===== src/vdt_pkg.sv =====
// vdt_pkg: shared constants and types for the video dram transfer host
// assumes: 40 MHz system clock, apb software port, dram pins on the far side
`default_nettype none
package vdt_pkg;
  localparam int unsigned CLK_MHZ      = 40;
  // apb register byte offsets
  localparam logic [7:0] CTRL_OFS      = 8'h00;
  localparam logic [7:0] STAT_OFS      = 8'h04;
  localparam logic [7:0] DATA_OFS      = 8'h08;
  localparam logic [7:0] SER_OFS       = 8'h0c;
  // control register fields
  localparam int unsigned CTRL_GO      = 0;
  localparam int unsigned CTRL_CMD_LO  = 1;
  localparam int unsigned CTRL_SPLIT   = 4;
  localparam int unsigned CTRL_SELF    = 5;
  localparam int unsigned CTRL_ADDR_LO = 8;
  localparam int unsigned CTRL_ADDR_W  = 9;
  // serial control fields
  localparam int unsigned SER_GO       = 0;
  localparam int unsigned SER_WR       = 1;
  localparam int unsigned SER_CNT_LO   = 8;
  localparam int unsigned SER_CNT_W    = 9;
  localparam logic [31:0] CTRL_RST     = 32'h0000_0000;
  localparam logic [31:0] SER_RST      = 32'h0000_0000;
  // random port timing, ns, and derived cycle counts (rounded up)
  localparam int unsigned STROBE_NS    = 60;
  localparam int unsigned STROBE_CYC   = (STROBE_NS * CLK_MHZ + 999) / 1000;
  localparam int unsigned DT_HOLD_NS   = 55;
  localparam int unsigned DT_HOLD_CYC  = (DT_HOLD_NS * CLK_MHZ + 999) / 1000;
  // last data register location of each half
  localparam logic [8:0]  LAST_LO      = 9'h0ff;
  localparam logic [8:0]  LAST_HI      = 9'h1ff;

  typedef enum logic [2:0] {
    CMD_SET_COLOR = 3'h0,
    CMD_SET_MASK  = 3'h1,
    CMD_READ_XFER = 3'h2,
    CMD_WRITE_XFR = 3'h3
  } vdt_cmd_e;

  typedef struct packed {
    logic rasN;
    logic casN;
    logic xferOeN;      // transfer_output_enable, active low
    logic specialFunc;  // special_function_select
    logic [8:0] addr;
  } vdt_rnd_s;

  typedef struct packed {
    logic shiftClk;     // serial_shift_clock
    logic portEnN;      // serial_port_enable, active low
  } vdt_ser_s;
endpackage : vdt_pkg
`default_nettype wire


===== src/vdt_serial.sv =====
// vdt_serial: serial shift clock generator for the dram serial port
// assumes: divider clock, halfFlag and serial data inputs already synchronised
`default_nettype none
module vdt_serial
  import vdt_pkg::*;
#(
  parameter int unsigned DIV = 2
) (
  input  wire logic       clock,      // system clock
  input  wire logic       resetn,     // async reset, active low
  input  wire logic       start,      // pulse: begin a burst
  input  wire logic       writeMode,  // 1: serial write burst
  input  wire logic [8:0] count,      // edges in burst
  input  wire logic [8:0] startPtr,   // location latched by last transfer
  input  wire logic       blockEdge,  // split restricted period
  input  wire logic       dataIn,     // synchronised serial data in
  input  wire logic       wrData,     // bit to shift out in write mode
  output vdt_ser_s        serOut,     // serial clock and enable
  output logic            dataOut,    // serial data driven in write mode
  output logic            dataOutEnN, // low while driving serial data
  output logic            busy,       // burst running
  output logic [8:0]      ptr,        // tracked pointer
  output logic [31:0]     shiftReg    // captured read bits
);
  // the divider counter is only 8 bits wide
  if (DIV < 2 || DIV > 256) begin : g_divCheck
    $error("vdt_serial: DIV must be 2 to 256");
  end
  logic [7:0]  divCnt_q;
  logic [8:0]  seen_q;
  logic [8:0]  left_q;
  logic        sc_q;
  logic        run_q;
  logic        wr_q;
  logic [8:0]  ptr_q;
  logic [31:0] sh_q;
  wire         tick = (divCnt_q == 8'(DIV - 1));
  wire         rise = run_q && tick && !sc_q && !blockEdge;
  wire         fall = run_q && tick && sc_q;
  wire         isLast = (ptr_q == LAST_LO) || (ptr_q == LAST_HI);
  wire  [8:0]  nextPtr = isLast ? startPtr : ptr_q + 9'h001;
  // the pointer reloads when a transfer moves the start or after the last location, not per burst
  wire         newStart = (startPtr != seen_q);

  always_ff @(posedge clock or negedge resetn) begin
    if (!resetn) begin
      divCnt_q <= 8'h00;
      left_q   <= 9'h000;
      sc_q     <= 1'b0;
      run_q    <= 1'b0;
      wr_q     <= 1'b0;
      ptr_q    <= 9'h000;
      seen_q   <= 9'h000;
      sh_q     <= 32'h0000_0000;
    end else begin
      divCnt_q <= tick ? 8'h00 : divCnt_q + 8'h01;
      seen_q   <= startPtr;
      // advance on each edge; a new start from a transfer wins
      if (newStart) ptr_q <= startPtr;
      else if (rise) ptr_q <= nextPtr;
      if (start && !run_q) begin
        run_q  <= (count != 9'h000);
        left_q <= count;
        wr_q   <= writeMode;
      end else if (rise) begin
        sc_q  <= 1'b1;
        if (!wr_q) sh_q <= {sh_q[30:0], dataIn};
      end else if (fall) begin
        sc_q   <= 1'b0;
        left_q <= left_q - 9'h001;
        if (left_q == 9'h001) run_q <= 1'b0;
      end
    end
  end
  assign serOut.shiftClk = sc_q;
  assign serOut.portEnN  = !run_q;
  assign dataOut    = wrData;
  assign dataOutEnN = !(run_q && wr_q);
  assign busy       = run_q;
  assign ptr        = ptr_q;
  assign shiftReg   = sh_q;
endmodule : vdt_serial
`default_nettype wire


===== src/vdt_host.sv =====
// vdt_host: apb controlled host that drives a dual-port video dram
// assumes: dram pins external; halfFlag and serial data arrive asynchronously
`default_nettype none
module vdt_host
  import vdt_pkg::*;
(
  input  wire logic        clock,       // system clock 40 MHz
  input  wire logic        resetn,      // async reset, active low
  input  wire logic        psel,        // apb select
  input  wire logic        penable,     // apb enable
  input  wire logic        pwrite,      // apb direction
  input  wire logic [7:0]  paddr,       // apb byte address
  input  wire logic [31:0] pwdata,      // apb write data
  output logic [31:0]      prdata,      // apb read data
  output logic             pready,      // apb ready
  output logic             pslverr,     // apb error on unmapped address
  output vdt_rnd_s         rndPort,     // random port strobes and address
  output logic [7:0]       dataOut,     // random data bus out
  output logic [7:0]       dataOutEnN,  // low while driving data bus
  output vdt_ser_s         serPort,     // serial clock and enable
  output logic             serDataOut,  // serial data out
  output logic             serDataEnN,  // low while driving serial data
  input  wire logic        serDataIn,   // serial data pin in
  input  wire logic        halfFlagIn   // split_half_flag pin
);
  typedef enum logic [2:0] {
    ST_IDLE = 3'b000, ST_RAS = 3'b001, ST_CAS = 3'b011,
    ST_XEND = 3'b010, ST_DONE = 3'b110
  } vdt_state_e;
  vdt_state_e  st_q, st_d;
  logic [31:0] ctrl_q, data_q, ser_q;
  logic [7:0]  cnt_q;
  logic [8:0]  start_q;
  logic        xferOe_q, rasN_q, casN_q, drive_q, sf_q;
  logic        hf1_q, hf2_q, sd1_q, sd2_q;
  logic [2:0]  pend_q;
  logic        serBusy;
  logic [8:0]  serPtr;
  logic [31:0] serShift;

  wire         acc     = psel && penable;
  wire         wrCtrl  = acc && pwrite && (paddr == CTRL_OFS);
  wire         wrData  = acc && pwrite && (paddr == DATA_OFS);
  wire         wrSer   = acc && pwrite && (paddr == SER_OFS);
  wire         mapped  = (paddr == CTRL_OFS) || (paddr == STAT_OFS) ||
                         (paddr == DATA_OFS) || (paddr == SER_OFS);
  wire  [2:0]  cmdRaw  = ctrl_q[CTRL_CMD_LO +: 3];
  wire         isSplit = ctrl_q[CTRL_SPLIT];
  wire         selfTim = ctrl_q[CTRL_SELF];
  wire  [8:0]  rowAddr = ctrl_q[CTRL_ADDR_LO +: CTRL_ADDR_W];
  wire         isXfer  = (cmdRaw == CMD_READ_XFER) || (cmdRaw == CMD_WRITE_XFR);
  wire         isReadX = (cmdRaw == CMD_READ_XFER);
  wire         cntDone = (cnt_q == 8'h00);
  // no split read during serial write
  // boundary covered by the same hold-off
  wire         splitRdHold = isReadX && isSplit && serBusy && ser_q[SER_WR];
  wire         goNow   = (st_q == ST_IDLE) && ctrl_q[CTRL_GO] && !splitRdHold;
  // freeze serial clock in split window
  wire         blockSc = isSplit && isXfer &&
                         ((st_q == ST_CAS) || (st_q == ST_XEND));
  // half flag toggles as the transfer ends; wait out the synchroniser
  wire         xferEnd = (st_q == ST_DONE) && cntDone && isXfer;

  always_comb begin
    st_d = st_q;
    unique case (st_q)
      ST_IDLE: if (goNow) st_d = ST_RAS;
      ST_RAS:  if (cntDone) st_d = ST_CAS;
      ST_CAS:  if (cntDone) st_d = isReadX ? ST_XEND : ST_DONE;
      ST_XEND: if (cntDone) st_d = ST_DONE;
      ST_DONE: if (cntDone) st_d = ST_IDLE;
      default: st_d = ST_IDLE;
    endcase
  end

  wire [7:0] loadCnt = (st_q == ST_CAS && isReadX) ? 8'(DT_HOLD_CYC)
                                                   : 8'(STROBE_CYC);
  always_ff @(posedge clock or negedge resetn) begin
    if (!resetn) begin
      st_q     <= ST_IDLE;
      cnt_q    <= 8'h00;
      ctrl_q   <= CTRL_RST;
      data_q   <= 32'h0000_0000;
      ser_q    <= SER_RST;
      start_q  <= 9'h000;
      rasN_q   <= 1'b1;
      casN_q   <= 1'b1;
      xferOe_q <= 1'b1;
      drive_q  <= 1'b0;
      sf_q     <= 1'b0;
      hf1_q    <= 1'b0;
      hf2_q    <= 1'b0;
      sd1_q    <= 1'b0;
      sd2_q    <= 1'b0;
      pend_q   <= 3'h0;
    end else begin
      pend_q <= {pend_q[1:0], xferEnd};
      hf1_q <= halfFlagIn;
      hf2_q <= hf1_q;
      sd1_q <= serDataIn;
      sd2_q <= sd1_q;
      st_q  <= st_d;
      cnt_q <= (st_d != st_q) ? loadCnt : (cntDone ? 8'h00 : cnt_q - 8'h01);
      if (wrCtrl) ctrl_q <= pwdata;
      else if (goNow) ctrl_q[CTRL_GO] <= 1'b0;
      if (wrData) data_q <= pwdata;
      if (wrSer) ser_q <= pwdata;
      else if (ser_q[SER_GO]) ser_q[SER_GO] <= 1'b0;
      if (goNow) begin
        sf_q     <= (cmdRaw == CMD_SET_COLOR);
        rasN_q   <= 1'b0;
        xferOe_q <= !isXfer;
        drive_q  <= !isXfer;
      end
      if (st_q == ST_RAS && cntDone) casN_q <= 1'b0;
      if (st_q == ST_XEND && cntDone && !selfTim) xferOe_q <= 1'b1;
      if (st_q == ST_DONE && cntDone) begin
        rasN_q   <= 1'b1;
        casN_q   <= 1'b1;
        xferOe_q <= 1'b1;
        drive_q  <= 1'b0;
      end
      // latch new start location once the flag has crossed over
      if (pend_q[2]) start_q <= {hf2_q, 8'h00};
    end
  end

  vdt_serial #(.DIV(2)) u_serial (
    .clock      (clock),
    .resetn     (resetn),
    .start      (ser_q[SER_GO]),
    .writeMode  (ser_q[SER_WR]),
    .count      (ser_q[SER_CNT_LO +: SER_CNT_W]),
    .startPtr   (start_q),
    .blockEdge  (blockSc),
    .dataIn     (sd2_q),
    .wrData     (data_q[0]),
    .serOut     (serPort),
    .dataOut    (serDataOut),
    .dataOutEnN (serDataEnN),
    .busy       (serBusy),
    .ptr        (serPtr),
    .shiftReg   (serShift)
  );

  assign rndPort.rasN        = rasN_q;
  assign rndPort.casN        = casN_q;
  assign rndPort.xferOeN     = xferOe_q;
  assign rndPort.specialFunc = sf_q;
  assign rndPort.addr        = rowAddr;
  assign dataOut    = data_q[7:0];
  assign dataOutEnN = {8{!drive_q}};
  assign pready     = 1'b1;
  assign pslverr    = acc && !mapped;
  always_comb begin
    prdata = 32'h0000_0000;
    if (paddr == CTRL_OFS) prdata = ctrl_q;
    else if (paddr == STAT_OFS)
      prdata = {11'h000, serPtr, 3'h0, splitRdHold, hf2_q, serBusy,
                st_q != ST_IDLE, 1'b0, st_q, 1'b0};
    else if (paddr == DATA_OFS) prdata = serShift;
    else if (paddr == SER_OFS) prdata = ser_q;
  end
endmodule : vdt_host
`default_nettype wire


===== config.mk =====
export PLATFORM = sky130hd
export DESIGN_NAME = vdt_host
export DESIGN_NICKNAME = d
export VERILOG_FILES = /design/src/vdt_pkg.sv /design/src/vdt_serial.sv /design/src/vdt_host.sv
export SDC_FILE = /design/constraint.sdc
export NUM_CORES = 1
export LEC_CHECK = 0
export BUFFER_PORTS_ARGS = -buffer_cell sky130_fd_sc_hd__clkbuf_2
export CORE_ASPECT_RATIO = 0.9
export CORE_MARGIN = 2
export CORE_UTILIZATION = 42
export CTS_BUF_LIST = sky130_fd_sc_hd__clkbuf_4 sky130_fd_sc_hd__clkbuf_8 sky130_fd_sc_hd__clkbuf_16
export DETAILED_ROUTE_END_ITERATION = 16
export GPL_TIMING_DRIVEN = 0
export SLEW_MARGIN = 5
export SYNTH_ARGS = -nofsm -noshare
export SYNTH_HDL_FRONTEND = slang
export SYNTH_SLANG_ARGS = --single-unit

===== constraint.sdc =====
create_clock -name clock -period 3.04 [get_ports clock]
set_input_delay 0.608 -clock clock [delete_from_list [all_inputs] [get_ports clock]]
set_output_delay 0.608 -clock clock [all_outputs]
set_load 0.01 [all_outputs]

Yosys cells after proc, flatten, opt, wreduce, memory -nomap -nowiden:

Index checks and enable logic that the tools add are counted.
Widths: inputs -> output; s select.

* add/sub/neg operators: 4
* equal/unequal tests: 16
* mux-type cells: 36
* reductions and logical operators: 57
* bitwise gates (word level): 2

Operator list (number)
* $mux 32: 4
* $mux 9: 6
* $logic_and 1x1->1: 24
* $mux 8: 3
* $mux 3: 6
* $eq 8x4->1 const B: 2
* $logic_not 8->1: 2
* $mux 1: 16
* $pmux 3 s5: 1
* $reduce_bool 2->1: 7
* $eq 3x2->1 const B: 4
* $add 9x1->9 const B: 1
* $eq 9x1->1 const B: 1
* $eq 9x8->1 const B: 1
* $eq 9x9->1 const B: 1
* $logic_not 1->1: 9
* $reduce_bool 9->1: 1
* $sub 9x1->9 const B: 1
* $add 8x1->8 const B: 1
* $eq 8x1->1 const B: 1
* $eq 8x3->1 const B: 1
* $sub 8x1->8 const B: 1
* $logic_not 3->1: 2
* $logic_or 1x1->1: 6
* other kinds (9): 13

* output and inout port bits: 67
* register bits: 158
* bits of input ports: 47
* logic and storage cells: 141

Longest topological paths before layout:

* word-level depth: 10
* depth in mapped cells: 8
* gate-level depth less buffers: 6

By module:

From an unflattened synthesis, not the netlist that was laid out.

* cells, all modules: 653
* area, all modules: 8106.5 um2

By module, submodules not included
* vdt_host: times used 1, cells an instance 399, area an instance 4814.6 um2
* vdt_serial: times used 1, cells an instance 254, area an instance 3291.9 um2

Worst setup path before layout:

No wires, ideal clock.

* path type: input to output
* start point: input paddr[2]
* end point: output prdata[5]
* path buffers: 2
* cell stages on the path: 6
* arrival time: 1.868 ns
* slack: 0.564 ns
* cells stage by stage: clkbuf_1 -> clkbuf_1 -> nor2_1 -> a21oi_1 -> nor2_1 -> a211oi_1

* cells in the longest elaborated chain, start to end: 5
* elaborated cells between the ends (all ways): 8

Ends and longest elaborated chain
* start, declared: RTL line vdt_host.sv:12 `input wire logic [7:0] paddr,`
* $eq 8x4->1: RTL line vdt_host.sv:162 `else if (paddr == SER_OFS) prdata = ser_q;`
* $mux 32: RTL line vdt_host.sv:162
* $mux 32: RTL line vdt_host.sv:161 `else if (paddr == DATA_OFS) prdata = serShift;`
* $mux 32: RTL line vdt_host.sv:158 `else if (paddr == STAT_OFS)`
* $mux 32 (*): RTL line vdt_host.sv:157 `if (paddr == CTRL_OFS) prdata = ctrl_q;`
* end, declared: RTL line vdt_host.sv:14 `output logic [31:0] prdata,`

Mark *: on every way between the ends. The rest lies on a longest branch, timed or not.

Final worst setup path:

* start point: input paddr[3]
* end point: output prdata[8]

The elaborated chain is that of the path after synthesis.

==> results.yml <==
layout:
  utilization_pct: 50.9
  fin_cells: 1040
  nets: 835
  drive_above_1_share_pct: 40.3
  fin_area_um2: 9370
  num_antenna_cells: 0
  area_growth_pct: 18.5
sta:
  hold_ws_ns: 0.185
  drv_slew: 0
  fmax_mhz: 347
  finalClockSkew_ns: 0.00724
  finalSetupViolCount: 0
  tightest_slew_ns: 0.921
  finalWorstSetupSlack_ns: 0.161
  hold_viol: 0
  rsz0062_at_grt: "false"
  period_share_pct: 94.7
  relSlewSlack_pct: 38.1
  post-route-min-period_ns: 2.88
routing:
  detail_route.wl_per_cell_um: 18.3
  viasPerCell: 5.39
  via_count: 5604
  drt-pass1-iter-count: 5
  route.detailed.drc: 0
  wl_um: 19000
  ant_nets: 0
  drtIter0Drc: 299
critical_path:
  crit_type: "input pin to output pin"
  startpoint: "paddr[3]"
  reg2reg_depth: 7
  worstPathMaxFanout: 10
  critPathTopFamily: "buffers and inverters"
  slowest_delay_ns: 0.35
  required_ns: 2.43
  critPathCaptureType: "output pin"
  cp.arrival_ns: 2.27
  path_buf_inv: 5
  worstReg2RegStart: "ctrl_q[3]"
  rr_endpoint: "u_serial.shiftReg[25]"
  rrSetupSlack_ns: 0.67
  worstPathCellList: "clkbuf_2, clkbuf_4, buf_4, buf_2, a211oi_1, a211oi_1, clkbuf_2"
  startpoint_type: "input pin"
  cp_slowest_cell: "a211oi_1"
grt:
  grt_antenna_before_repair: 0
  grt_pass1_wl_um: 30900
  grt_usage_pct: 19.9
  grt_start_max_net_pins: 91
  first_global_vias: 5810
  grt_overflow: 0
clock_network:
  clockRootBuffer: "clkbuf_16"
  clk_path_buf_depth: 2
  numCtsBuffers: 17
  clock-sinks: 158
  postCtsHoldBufs: 0
  clk-insertion-delay-late_ns: 0.41
  h-tree-depth: 4
  path_clk_slew_ns: 0.06
  cts_tree: "yes"
pwr:
  p_clk_share_pct: 40.6
  swShare_pct: 27.0
  vdd.ir_drop.worst_mv: 0.333
  power_density_nw_per_um2: 519
  p_int_uw: 3550
  pwr-share-comb_pct: 12.4
  p_sw_uw: 1320
  leakagePower_uw: 0.00473
  seqPwrFrac_pct: 47.0
yosys:
  async_reset_ff_share_pct: 100
  syn_nets: 704
  syn_inst: 651
  syn_area_per_cell_um2: 12.1
  ys.flop_type: "dfrtp_1"
  ys_seq_elements: 158
  seq_area_frac_synth_pct: 50.1
  mappedNetlistArea_um2: 7910
  synth_warnings: 0
  synth_enable_flop_cells: 0
  ys_types: 68
placed_design:
  place_ws_ns: -0.373
  placed_cell_area_um2: 8810
  gp_congestion: 0.839
  port-buffer-count: 112
  dp_hpwl_um: 13900
  dp.cells: 1009
floorplan:
  core_um2: 18400
  row_count: 47
  ioPinCount: 114
  die_w_um: 149
  fp.dieH_um: 134
  dieArea_um2: 19900
  initial_core_util_pct: 43.0
status:
  status: "finished, final reports clean"
run:
  max_cap_violations: 0
worst_hold_path:
  hold_class: "input pin to asynchronous set/reset pin"
timing repair:
| action | 4_1_cts | 5_1_grt |
|---|---|---|
| endpoints found under the setup margin | 26 | 10 |
| resized for setup | 3 | 3 |
| setup buffers | 0 | 0 |
layout by cell type, fill, tap and decap left out, types with 6 or more instances in the layout:
| master | count |
|---|---|
| nand2_1 | 31 |
| clkbuf_1 | 13 |
| mux2i_1 | 20 |
| inv_1 | 16 |
| clkbuf_2 | 113 |
| clkbuf_16 | 17 |
| o21ai_0 | 8 |
| mux2_4 | 30 |
| and3_1 | 19 |
| nand3_1 | 21 |
| xnor2_1 | 10 |
| dfrtp_1 | 155 |
| mux4_2 | 14 |
| nor2_1 | 62 |
| or3_1 | 6 |
| a21oi_1 | 27 |
| ha_1 | 6 |
| nor3_1 | 9 |
| buf_2 | 7 |
| buf_4 | 27 |
| mux2_2 | 68 |
layout make-up:
class / instances / area [µm²]
Buffer: 56 / 398
Clock buffer: 18 / 439
Clock inverter: 14 / 113
Fill cell: 1606 / 9040
Inverter: 16 / 60.1
Multi-Input combinational cell: 420 / 3500
Sequential cell: 158 / 3960
Tap cell: 245 / 307
Timing Repair Buffer: 113 / 597
sequential cells by signal (all words and copies together) (netlist names), 3 cells and up, named ones only:
name	count
ser_q	32
pend_q	3
u_serial.left_q	9
data_q	8
ctrl_q	32
u_serial.ptr	8
st_q	3
u_serial.shiftReg	32
cnt_q	8
u_serial.divCnt_q	8
cells in the mapped netlist, types with 6 or more instances:
cell / instances / area, µm²
mux2_4: 30 / 450
and3_1: 19 / 119
nor3_1: 9 / 45.0
nand2_1: 31 / 116
xnor2_1: 10 / 87.6
buf_4: 25 / 188
inv_1: 16 / 60.1
mux4_2: 14 / 315
ha_1: 6 / 75.1
buf_2: 10 / 50.1
mux2_2: 68 / 766
o21ai_0: 8 / 40.0
a21oi_1: 27 / 135
dfrtp_1: 155 / 3880
or3_1: 6 / 37.5
nand3_1: 21 / 105
nor2_1: 62 / 233
clkbuf_1: 16 / 60.1
mux2i_1: 20 / 200
worst max-delay path by stage:
stage                     depth (start not counted)    endpoint  slack (ns)
after CTS                                         7   prdata[8]       0.007
final                                             7   prdata[8]        0.16
after detailed placement                          8  prdata[24]       -0.37
after floorplan                                   6   prdata[5]        0.56
after global routing                              9  prdata[28]        0.02
after global placement                            1       sd1_q       -1.38
metal layers:
metal / up-vias / global-route usage, % / share of wire (%) / wire length (µm)
met5: - / 0 / 0 / 0
met4: 0 / 4.07 / 0.72 / 138
met3: 12 / 4.76 / 4.2 / 806
met2: 154 / 30.9 / 47 / 8870
met1: 2861 / 28.7 / 48 / 9220
li1: 2577 / - / - / -
logic make-up (layout without fill, tap and decap cells):
family	after synthesis	after routing	synth area share (%)
AOI/OAI and AO/OA	76	76	6.65
xor gates and xnor gates	13	13	1.44
adders and majority gates	6	6	0.949
buffers and inverters	73	217	5.71
DFF	158	158	50.1
muxes	137	137	22.6
other	1	1	0.0474
and+or+nand+nor	187	187	12.5
worst reg2reg max path, cell delays in order (launching register included):
cell and delay, ns:
dfrtp_1 0.41, nand2b_1 0.15, buf_4 0.17, o31ai_1 0.64, or3_1 0.25, buf_6 0.18, buf_12 0.17, mux2_4 0.31
power groups by stage:
stage | combinational [µW] | clock, µW | sequential, µW
global route | 674 | 2140 | 2300
global placement | 573 | 0 | 2320
floorplan | 388 | 0 | 2300
CTS | 611 | 2020 | 2290
detailed placement | 604 | 0 | 2320
finish | 601 | 1980 | 2290
metrics by stage:
stage | power, µW | TNS (ns)
after floorplan | 2690 | 0
after global placement | 2890 | -217.78
after detailed placement | 2930 | -4.96
after CTS | 4920 | 0
after global routing | 5110 | 0
final | 4870 | 0
Note: power is estimated with default switching activity, not from simulation.
